### src/verilog/wcm_pkg.sv
// Purpose: shared constants for the wake-up clock masking block and its software-side partner
// Assumes: 200 MHz system clock, all times converted to whole cycles here
// Notes: the overshoot window is a most time, the masks are least times
package wcm_pkg;
    localparam int CLK_MHZ = 200;                          // system clock rate
    localparam int OVERSHOOT_US = 6;                       // oscillator overshoot window
    localparam int MASK_LONG_US = 150;                     // mask in normal-performance mode
    localparam int MASK_SHORT_US = 2;                      // mask in fast wake-up mode
    localparam int OVERSHOOT_CYC = OVERSHOOT_US * CLK_MHZ; // 1200 cycles
    localparam int MASK_LONG_CYC = MASK_LONG_US * CLK_MHZ; // 30000 cycles
    localparam int MASK_SHORT_CYC = MASK_SHORT_US * CLK_MHZ; // 400 cycles
    localparam int CNT_W = 16;                             // mask counter width
    // oscillator threshold in kHz per core level
    localparam logic [15:0] FREQ_LIMIT_KHZ [4] = '{16'h1388, 16'h1D4C, 16'h2710, 16'h30D4};
    // software wait in main-clock cycles per core level
    localparam logic [7:0] MAIN_WAIT_CYC [4] = '{8'h20, 8'h30, 8'h50, 8'h64};
    localparam logic [7:0] SUB_WAIT_CYC [4] = '{8'h20, 8'h30, 8'h40, 8'h50};
    localparam logic [2:0] DIV_BY_ONE = 3'h0;              // main_clock_divider full speed
    localparam logic [2:0] DIV_BY_TWO = 3'h1;              // main_clock_divider halved
    // controller register offsets
    localparam logic [3:0] CTRL_OFS = 4'h0;                // bit0 sleep request, bit1 sub source crystal
    localparam logic [3:0] CFG_OFS = 4'h1;                 // supervisor and monitor bits
    localparam logic [3:0] STAT_OFS = 4'h2;                // status readback
    localparam int CTRL_SLEEP_BIT = 0;
    localparam int CTRL_XT_BIT = 1;
    localparam int CTRL_KEEPREQ_BIT = 2;
    localparam int CTRL_LEVEL_LSB = 4;
    typedef enum logic [2:0] {
        WCM_ACTIVE = 3'b000,
        WCM_SLEEP = 3'b001,
        WCM_WAKE = 3'b010,
        WCM_WAIT = 3'b011,
        WCM_RESTORE = 3'b100
    } wcm_state_type;
    // cycles to hold the core off for the given supervisor and clock setting
    function automatic logic [CNT_W-1:0] wcm_mask_len(input logic fast);
        wcm_mask_len = fast ? CNT_W'(MASK_SHORT_CYC) : CNT_W'(MASK_LONG_CYC);
    endfunction
endpackage

### src/verilog/wcm_link_if.sv
// Purpose: link between the clock masking device and its software-side partner
// Assumes: one clock, all signals synchronous
// Notes: the device drives masks and status, the partner drives configuration
`timescale 1ns/1ps
interface wcm_link_if;
    logic sleep_req;          // partner asks for deep sleep
    logic deep_four;          // 1 selects deep_sleep_four, else three
    logic wake_event;         // wake-up pulse
    logic low_monitor_enable;
    logic low_supervisor_enable;
    logic low_monitor_full_perf;
    logic low_supervisor_full_perf;
    logic [1:0] core_level;   // core voltage level 0..3
    logic [15:0] osc_khz;     // tunable_oscillator programmed frequency
    logic main_from_osc;      // main_clock sourced from oscillator
    logic sub_from_crystal;   // sub_main_clock from second_crystal_oscillator
    logic sub_clock_request_enable;
    logic [2:0] main_clock_divider;
    logic sub_periph_enable;  // peripherals on sub_main_clock run
    logic asleep;             // device in low-power mode
    logic cpu_clk_en;         // processor clock gate
    logic overshoot;          // oscillator above programmed frequency
    logic sub_overshoot;      // sub_main_clock carries overshoot
    modport dev (input sleep_req, deep_four, wake_event, low_monitor_enable, low_supervisor_enable,
        low_monitor_full_perf, low_supervisor_full_perf, core_level, osc_khz, main_from_osc,
        sub_from_crystal, sub_clock_request_enable, main_clock_divider, sub_periph_enable,
        output asleep, cpu_clk_en, overshoot, sub_overshoot);
    modport sw (output sleep_req, deep_four, wake_event, low_monitor_enable, low_supervisor_enable,
        low_monitor_full_perf, low_supervisor_full_perf, core_level, osc_khz, main_from_osc,
        sub_from_crystal, sub_clock_request_enable, main_clock_divider, sub_periph_enable,
        input asleep, cpu_clk_en, overshoot, sub_overshoot);
endinterface

### src/verilog/wcm_soft.sv
// Purpose: software-side sequencer for deep sleep entry and wake-up
// Assumes: registers reached over a plain strobe port, read data one cycle later
// Notes: waits count system cycles as stand-ins for main-clock cycles
`timescale 1ns/1ps
module wcm_soft
    import wcm_pkg::*;
(
    input wire logic clk,              // system clock
    input wire logic rst_n,            // synchronous reset, active low
    wcm_link_if.sw link,               // link to the device
    input wire logic [3:0] addr,       // register address
    input wire logic [15:0] wdata,     // write data
    input wire logic wr,               // write strobe
    input wire logic rd,               // read strobe
    output logic [15:0] rdata,         // read data, valid cycle after rd
    input wire logic wake_in,          // external wake source
    input wire logic [15:0] osc_khz_in // oscillator setting
);
    wcm_state_type st_reg, st_next;       // sequencer state
    logic [15:0] ctrl_reg;                // control word
    logic [3:0] cfg_reg;                  // supervisor and monitor bits
    logic [7:0] wait_reg, wait_next;      // wait counter
    logic [15:0] rdata_reg;               // read data
    wire [1:0] level;                     // core level
    wire sleep_go;                        // sleep request bit
    wire [7:0] wait_len;                  // longer of the two waits

    assign level = ctrl_reg[CTRL_LEVEL_LSB +: 2];
    assign sleep_go = ctrl_reg[CTRL_SLEEP_BIT];
    // one wait covers both the main divider and the sub-clock modules
    assign wait_len = (MAIN_WAIT_CYC[level] > SUB_WAIT_CYC[level]) ? MAIN_WAIT_CYC[level] :
                      SUB_WAIT_CYC[level];

    // sequencer
    always_comb begin
        st_next = st_reg;
        wait_next = wait_reg;
        case (st_reg)
            WCM_ACTIVE: begin
                if (sleep_go) begin
                    st_next = WCM_SLEEP;
                end
            end
            WCM_SLEEP: begin
                st_next = WCM_WAKE;
            end
            WCM_WAKE: begin
                if (link.cpu_clk_en) begin
                    st_next = WCM_WAIT;
                    wait_next = wait_len;
                end
            end
            WCM_WAIT: begin
                if (wait_reg != 8'h00) begin
                    wait_next = wait_reg - 8'h01;
                end else begin
                    st_next = WCM_RESTORE;
                end
            end
            WCM_RESTORE: begin
                st_next = WCM_ACTIVE;
            end
            default: begin
                st_next = WCM_ACTIVE;
            end
        endcase
    end

    // state and registers; the sleep bit self-clears once entry begins
    always_ff @(posedge clk) begin
        if (!rst_n) begin
            st_reg <= WCM_ACTIVE;
            wait_reg <= 8'h00;
            ctrl_reg <= 16'h0000;
            cfg_reg <= 4'h0;
            rdata_reg <= 16'h0000;
        end else begin
            st_reg <= st_next;
            wait_reg <= wait_next;
            if (wr && addr == CTRL_OFS) begin
                ctrl_reg <= wdata;
            end else if (st_reg == WCM_ACTIVE && sleep_go) begin
                ctrl_reg[CTRL_SLEEP_BIT] <= 1'b0;
            end
            if (wr && addr == CFG_OFS) begin
                cfg_reg <= wdata[3:0];
            end
            if (rd && addr == CTRL_OFS) begin
                rdata_reg <= ctrl_reg;
            end else if (rd && addr == CFG_OFS) begin
                rdata_reg <= {12'h000, cfg_reg};
            end else if (rd && addr == STAT_OFS) begin
                rdata_reg <= {9'h000, st_reg, link.sub_overshoot, link.overshoot, link.cpu_clk_en, link.asleep};
            end else begin
                rdata_reg <= 16'h0000;
            end
        end
    end

    assign rdata = rdata_reg;
    assign link.sleep_req = st_reg == WCM_SLEEP;
    assign link.deep_four = 1'b0;
    assign link.wake_event = wake_in;
    assign link.low_monitor_enable = cfg_reg[0];
    assign link.low_supervisor_enable = cfg_reg[1];
    assign link.low_monitor_full_perf = cfg_reg[2];
    assign link.low_supervisor_full_perf = cfg_reg[3];
    assign link.core_level = level;
    assign link.osc_khz = osc_khz_in;
    assign link.main_from_osc = 1'b1;
    assign link.sub_from_crystal = ctrl_reg[CTRL_XT_BIT];
    assign link.sub_clock_request_enable = ctrl_reg[CTRL_KEEPREQ_BIT];
    // halved from sleep entry until the wait ends
    assign link.main_clock_divider = (st_reg == WCM_ACTIVE) ? DIV_BY_ONE : DIV_BY_TWO;
    // sub-clock modules halted from sleep until the wait ends
    assign link.sub_periph_enable = (st_reg == WCM_ACTIVE);
endmodule
### src/flat_wrapper.sv
// flat-port wrapper written by rule: the top's interface ports become plain ports
module wcm_soft_flat import wcm_pkg::*;
  (clk, rst_n, addr, wdata, wr, rd, rdata, wake_in, osc_khz_in, link_sleep_req, link_deep_four, link_wake_event, link_low_monitor_enable, link_low_supervisor_enable, link_low_monitor_full_perf, link_low_supervisor_full_perf, link_core_level, link_osc_khz, link_main_from_osc, link_sub_from_crystal, link_sub_clock_request_enable, link_main_clock_divider, link_sub_periph_enable, link_asleep, link_cpu_clk_en, link_overshoot, link_sub_overshoot);
  wcm_link_if link_i ();
  input wire logic clk;
  input wire logic rst_n;
  input wire logic [3:0] addr;
  input wire logic [15:0] wdata;
  input wire logic wr;
  input wire logic rd;
  output logic [15:0] rdata;
  input wire logic wake_in;
  input wire logic [15:0] osc_khz_in;
  output wire logic [$bits(link_i.sleep_req)-1:0] link_sleep_req;
  output wire logic [$bits(link_i.deep_four)-1:0] link_deep_four;
  output wire logic [$bits(link_i.wake_event)-1:0] link_wake_event;
  output wire logic [$bits(link_i.low_monitor_enable)-1:0] link_low_monitor_enable;
  output wire logic [$bits(link_i.low_supervisor_enable)-1:0] link_low_supervisor_enable;
  output wire logic [$bits(link_i.low_monitor_full_perf)-1:0] link_low_monitor_full_perf;
  output wire logic [$bits(link_i.low_supervisor_full_perf)-1:0] link_low_supervisor_full_perf;
  output wire logic [$bits(link_i.core_level)-1:0] link_core_level;
  output wire logic [$bits(link_i.osc_khz)-1:0] link_osc_khz;
  output wire logic [$bits(link_i.main_from_osc)-1:0] link_main_from_osc;
  output wire logic [$bits(link_i.sub_from_crystal)-1:0] link_sub_from_crystal;
  output wire logic [$bits(link_i.sub_clock_request_enable)-1:0] link_sub_clock_request_enable;
  output wire logic [$bits(link_i.main_clock_divider)-1:0] link_main_clock_divider;
  output wire logic [$bits(link_i.sub_periph_enable)-1:0] link_sub_periph_enable;
  input wire logic [$bits(link_i.asleep)-1:0] link_asleep;
  input wire logic [$bits(link_i.cpu_clk_en)-1:0] link_cpu_clk_en;
  input wire logic [$bits(link_i.overshoot)-1:0] link_overshoot;
  input wire logic [$bits(link_i.sub_overshoot)-1:0] link_sub_overshoot;
  assign link_sleep_req = link_i.sleep_req;
  assign link_deep_four = link_i.deep_four;
  assign link_wake_event = link_i.wake_event;
  assign link_low_monitor_enable = link_i.low_monitor_enable;
  assign link_low_supervisor_enable = link_i.low_supervisor_enable;
  assign link_low_monitor_full_perf = link_i.low_monitor_full_perf;
  assign link_low_supervisor_full_perf = link_i.low_supervisor_full_perf;
  assign link_core_level = link_i.core_level;
  assign link_osc_khz = link_i.osc_khz;
  assign link_main_from_osc = link_i.main_from_osc;
  assign link_sub_from_crystal = link_i.sub_from_crystal;
  assign link_sub_clock_request_enable = link_i.sub_clock_request_enable;
  assign link_main_clock_divider = link_i.main_clock_divider;
  assign link_sub_periph_enable = link_i.sub_periph_enable;
  assign link_i.asleep = link_asleep;
  assign link_i.cpu_clk_en = link_cpu_clk_en;
  assign link_i.overshoot = link_overshoot;
  assign link_i.sub_overshoot = link_sub_overshoot;
  wcm_soft u_core (.clk(clk), .rst_n(rst_n), .link(link_i), .addr(addr), .wdata(wdata), .wr(wr), .rd(rd), .rdata(rdata), .wake_in(wake_in), .osc_khz_in(osc_khz_in));
endmodule
### config.mk
export PLATFORM = sky130hd
export DESIGN_NAME = wcm_soft_flat
export DESIGN_NICKNAME = d
export VERILOG_FILES = /design/src/verilog/wcm_pkg.sv /design/src/verilog/wcm_link_if.sv /design/src/verilog/wcm_soft.sv /design/src/flat_wrapper.sv
export SDC_FILE = /design/constraint.sdc
export NUM_CORES = 1
export LEC_CHECK = 0
export BUFFER_PORTS_ARGS = -buffer_cell sky130_fd_sc_hd__buf_2
export CORE_UTILIZATION = 47
export DETAILED_ROUTE_END_ITERATION = 16
export HOLD_SLACK_MARGIN = 0.06
export PLACE_DENSITY = 0.81
export SETUP_SLACK_MARGIN = 0.02
export SLEW_MARGIN = 20
export SYNTH_ARGS = -nofsm -noshare
export SYNTH_HDL_FRONTEND = slang
export SYNTH_SLANG_ARGS = --single-unit
export TNS_END_PERCENT = 50
### constraint.sdc
create_clock -name clk -period 2.3 [get_ports clk]
set_clock_uncertainty 0.05 [all_clocks]
set_input_delay 0.115 -clock clk [delete_from_list [all_inputs] [get_ports clk]]
set_output_delay 0.115 -clock clk [all_outputs]
set_load 0.01 [all_outputs]
==> out/metrics.yaml, run 1 <==
grt_pass1_vias: 1796
synth_seq_area_share_pct: 44.4
cts.sinks: 47
power_density_nw_per_um2: 563
final_cell_mix: "54 x buf_2, 47 x dfxtp_1, 40 x nand2_1"
crit_path_end_kind: "register"
cp.arrival_ns: 2.27
final_common_cell: "buf_2"
cts_tree: "done"
crit_type: "reg -> reg"
rsz0062_at_grt: "no"
portBuffers: 54
path_clk_slew_ns: 0.09
synth.distinct_cells: 37
drt.antenna.violating_nets: 0
ys_seq_elements: 47
p_leak_nw: 1.13
synth_area_leader_cell: "dfxtp_1"
setup_viol: 0
fin_ws_ns: 0.206
r2r.worst_path.cells: 6
synth_top_flop_cell: "dfxtp_1"
multi_input_area_sq_um: 935
async_reset_ff_share_pct: 0
drive_gt1_share_pct: 22.9
grt_pass1_wl_microns: 8280
tightest_slew_ns: 0.612
place_ws_ns: 0.255
num_vias: 1911
crit_path_start_kind: "register"
maxSlewViolCount: 0
nNetsFinal: 345
area_growth_pct: 19.3
hold_class: "in -> reg"
fillers: 377
dieArea_sq_um: 4780
cap_violations: 0
fin_setup_tns_ns: 0
cts.path.max_buffers: 2
track_usage_pct: 21.6
grt_max_degree: 19
die_w_microns: 69.1
wl_per_cell_microns: 14.4
syn_inst: 247
yosys_warnings: 0
crit_required_ns: 2.48
core_area_sq_um: 4350
period_minus_slack_ns: 2.09
outcome: "finished clean"
cts-resized-gates: 0
antenna_found_initial: 0
dr.pass1.iters: 4
antenna_cells: 0
synth_area_per_cell_sq_um: 8.58
seqCellArea_sq_um: 941
fin_util_pct: 58.0
synth_top_area_share_pct: 44.4
ios: 93
period_share_pct: 91.0
drc: 0
die_h_microns: 69.1
dp.final_hpwl_microns: 3180
slew-limit-headroom_pct: 59.2
cts-root-buf: "clkbuf_8"
final-hold-violation-count: 0
start_util_pct: 48.6
h-tree-depth: 2
yosys-top-cells-area: "dfxtp_1 44%, buf_4 8.9%, nand2_1 7.1%"
cp_max_fo: 6
numCtsBuffers: 5
rows: 24
vias_per_cell: 5.48
cts_setup_buffers: 0
grt.overflow.total: 0
netlist_area_sq_um: 2120
clkLatencyLatePin_ns: 0.30
max_freq_mhz: 478
holdWs_ns: 0.0832
r2r_setup_slack_ns: 0.21
min_delay_path_depth: 3
first_iter_violations: 127
synth-edff-count: 0
finalWirelength_microns: 5010
vdd_drop_max_uv: 444
gp_congestion: 0.857
power breakdown:
group	switching, mW	internal [mW]
clock network	0.291	0.214
logic	0.0473	0.0485
registers	0.00368	0.818
total	0.342	1.08
final cells by class:
class | count | share of cell area, %
timing repair buffer | 76 | 19.0
tap | 52 | 2.57
clock inverter | 3 | 0.743
multi-input combinational | 161 | 37.0
inverter | 5 | 0.743
sequential | 47 | 37.2
clock buffer | 5 | 2.72
layer usage:
metal	track usage [%]	routed length [microns]
met1	26.1	2220
met5	0	0
met4	11.1	123
met2	35.7	2380
met3	4.97	284
Yosys cell counts (4+ instances only):
master	number
buf_4	25
and3_1	13
ha_1	4
nor3_1	6
clkbuf_1	9
nand2_1	40
dfxtp_1	47
mux2i_1	5
o211ai_1	4
inv_1	5
nor2_1	11
a22oi_1	5
a21oi_1	29
timing repair:
item,CTS,global route
endpoints found under the setup margin,0,0
hold buffers,18,0
hold endpoints to repair,22,0
per-stage QoR:
stage	power (mW)	cell area (sq um)	cells
2_1_floorplan	0.907	2130	249
3_3_place_gp	0.908	2260	323
3_5_place_dp	0.909	2260	323
4_1_cts	1.42	2530	349
5_1_grt	1.48	2530	349
6_report	1.42	2530	349
worst paths after layout:
| path | end | from |
|---|---|---|
| max | u_core.wait_reg[7] | u_core.wait_reg[0] |
| min | u_core.rdata[2] | link_overshoot |
| max reg2reg | u_core.wait_reg[7] | u_core.wait_reg[0] |
| min reg2reg | u_core.ctrl_reg[9] | u_core.ctrl_reg[9] |
kinds of logic after synthesis:
group	Yosys count	share of synthesized area, %
other cells	2	0.355
flops	47	44.4
compound gates	57	16.4
mux	5	2.36
fa+ha+maj	4	2.36
buf+inv	41	11.8
simple gates	91	22.3
worst max-delay path: stages (launching register included):
cell,delay (ns)
dfxtp_1,0.41
inv_1,0.10
ha_1,0.21
nor4bb_2,0.20
a211o_1,0.38
or4_1,0.52
a21oi_1,0.15
Power figures use the tool's default switching activity.
==> inputs of run 2 (changes only) <==
--- a/config.mk
+++ b/config.mk
@@ -6,11 +6,12 @@
 export NUM_CORES = 1
 export LEC_CHECK = 0
 export BUFFER_PORTS_ARGS = -buffer_cell sky130_fd_sc_hd__buf_2
-export CORE_UTILIZATION = 47
+export CORE_UTILIZATION = 42
 export DETAILED_ROUTE_END_ITERATION = 16
 export HOLD_SLACK_MARGIN = 0.06
-export PLACE_DENSITY = 0.81
+export PLACE_DENSITY = 0.77
 export SETUP_SLACK_MARGIN = 0.02
+export SKIP_CTS_REPAIR_TIMING = 1
 export SLEW_MARGIN = 20
 export SYNTH_ARGS = -nofsm -noshare
 export SYNTH_HDL_FRONTEND = slang
==> constraint.sdc (replaced) <==
create_clock -name clk -period 1.7 [get_ports clk]
set_clock_uncertainty 0.05 [all_clocks]
set_input_delay 0.085 -clock clk [delete_from_list [all_inputs] [get_ports clk]]
set_output_delay 0.085 -clock clk [all_outputs]
set_load 0.01 [all_outputs]
==> out/metrics.yaml, run 2 (synthesis gave the netlist of run 1 again) <==
use_met3_pct: 4.42  # -0.55 points
cp.arrival_ns: 1.89  # -0.38 ns
nNetsFinal: 357  # +3.5%
numCtsBuffers: 5  # unchanged
clkLatencyLatePin_ns: 0.31  # about the same
dr.pass1.iters: 4  # unchanged
top_usage_layer: "met2"
grt_pass1_wl_microns: 7390  # -11%
core_area_sq_um: 4790  # +9.9%
final-hold-violation-count: 0  # unchanged
cp_max_fo: 5  # -1
finalWirelength_microns: 5020  # +0.12%
gp_congestion: 0.892  # +4.0%
max_freq_mhz: 589  # +23%
setup_viol: 0  # unchanged
crit_path_start_kind: "register"
cts.path.max_buffers: 2  # unchanged
cts-root-buf: "clkbuf_8"
cap_violations: 0  # unchanged
grt.overflow.total: 0  # unchanged
drive_gt1_share_pct: 28.2  # +5.3 points
period_minus_slack_ns: 1.70  # -0.396 ns
dieArea_sq_um: 5330  # +12%
grtUsageMet1_pct: 22.9  # -3.2 points
fin_setup_tns_ns: 0  # unchanged
final_common_cell: "buf_2"
rows: 25  # +4.2%
antenna_found_initial: 0  # unchanged
final_cell_mix: "54 x buf_2, 45 x dfxtp_1, 40 x nand2_1"
crit_path_end_kind: "register"
cts_tree: "done"
first_iter_violations: 131  # +3.1%
grt_max_degree: 31  # +12
crit_required_ns: 1.89  # -0.59 ns
num_vias: 1881  # -1.6%
vdd_drop_max_uv: 577  # +30%
h-tree-depth: 2  # unchanged
hold_class: "in -> reg"
drt.antenna.violating_nets: 0  # unchanged
outcome: "finished clean"
rsz0062_at_grt: "yes"
holdWs_ns: 0.0563  # -0.0269 ns
drc: 0  # unchanged
vias_per_cell: 5.00  # -8.6%
ios: 93  # unchanged
start_util_pct: 44.3  # -4.4 points
wl_per_cell_microns: 13.4  # -7.1%
p_leak_nw: 1.20  # +6.4%
antenna_cells: 0  # unchanged
power_density_nw_per_um2: 734  # +30%
die_w_microns: 73.0  # +5.6%
cts.sinks: 47  # unchanged
track_usage_pct: 17.9  # -3.7 points
period_share_pct: 99.9  # +8.8 points
grt_pass1_vias: 1621  # -9.7%
maxSlewViolCount: 0  # unchanged
crit_type: "reg -> reg"
path_clk_slew_ns: 0.09  # about the same
dp.final_hpwl_microns: 3310  # +4.2%
area_growth_pct: 26.9
portBuffers: 54  # unchanged
grt.met2_usage_pct: 29.4  # -6.3 points
die_h_microns: 73.0  # +5.6%
==> run 2: layout make-up <==
type	count	area, sq um
sequential	47	943
multi-input combinational	161	968
fill	428	2100
timing repair buffer	88	574
inverter	5	21.3
tap	67	83.8
clock buffer	5	68.8
clock inverter	3	27.5
==> run 2: final timing paths <==
check / start / end / slack, ns / cells after the start
setup / recovery: u_core.wait_reg[0] / u_core.wait_reg[7] / 0.002 / 6
hold / removal: link_overshoot / u_core.rdata[2] / 0.06 / 3
setup reg to reg: u_core.wait_reg[0] / u_core.wait_reg[7] / 0.002 / 6
hold reg to reg: u_core.ctrl_reg[7] / u_core.ctrl_reg[7] / 0.41 / 2
==> run 2: critical path: stages (launching register included) <==
cell and delay, ns:
dfxtp_2 0.36, inv_4 0.04, ha_4 0.15, nor4bb_4 0.15, a211o_1 0.34, or4_1 0.41
a21oi_1 0.13
==> run 2: routing by layer <==
metal	routed length, microns	share of wire [%]	vias to the layer above
li1	-	-	949
met5	0	0	-
met1	2160	43	859
met4	94	1.9	0
met3	290	5.8	13
met2	2480	49	60
==> run 2: where the power goes <==
group          switching, mW  total [mW]  leakage, nW  internal (mW)
Combinational         0.0629       0.130        0.775         0.0674
Clock                  0.427       0.732       0.0467          0.305
Sequential           0.00460        1.11        0.380           1.11
==> run 2: stage by stage <==
stage                     instance area [sq um]  total power, mW  util, %  instances  setup slack (ns)
after floorplan                            2140             1.23        -        249             0.101
after global placement                     2370             1.23     49.5        348            0.0763
after detailed placement                   2370             1.23     49.5        348           0.00799
after CTS                                  2460             1.95     51.5        356           -0.0125
after global routing                       2690             2.04     56.2        376           -0.0425
final                                      2690             1.97     56.2        376           0.00209
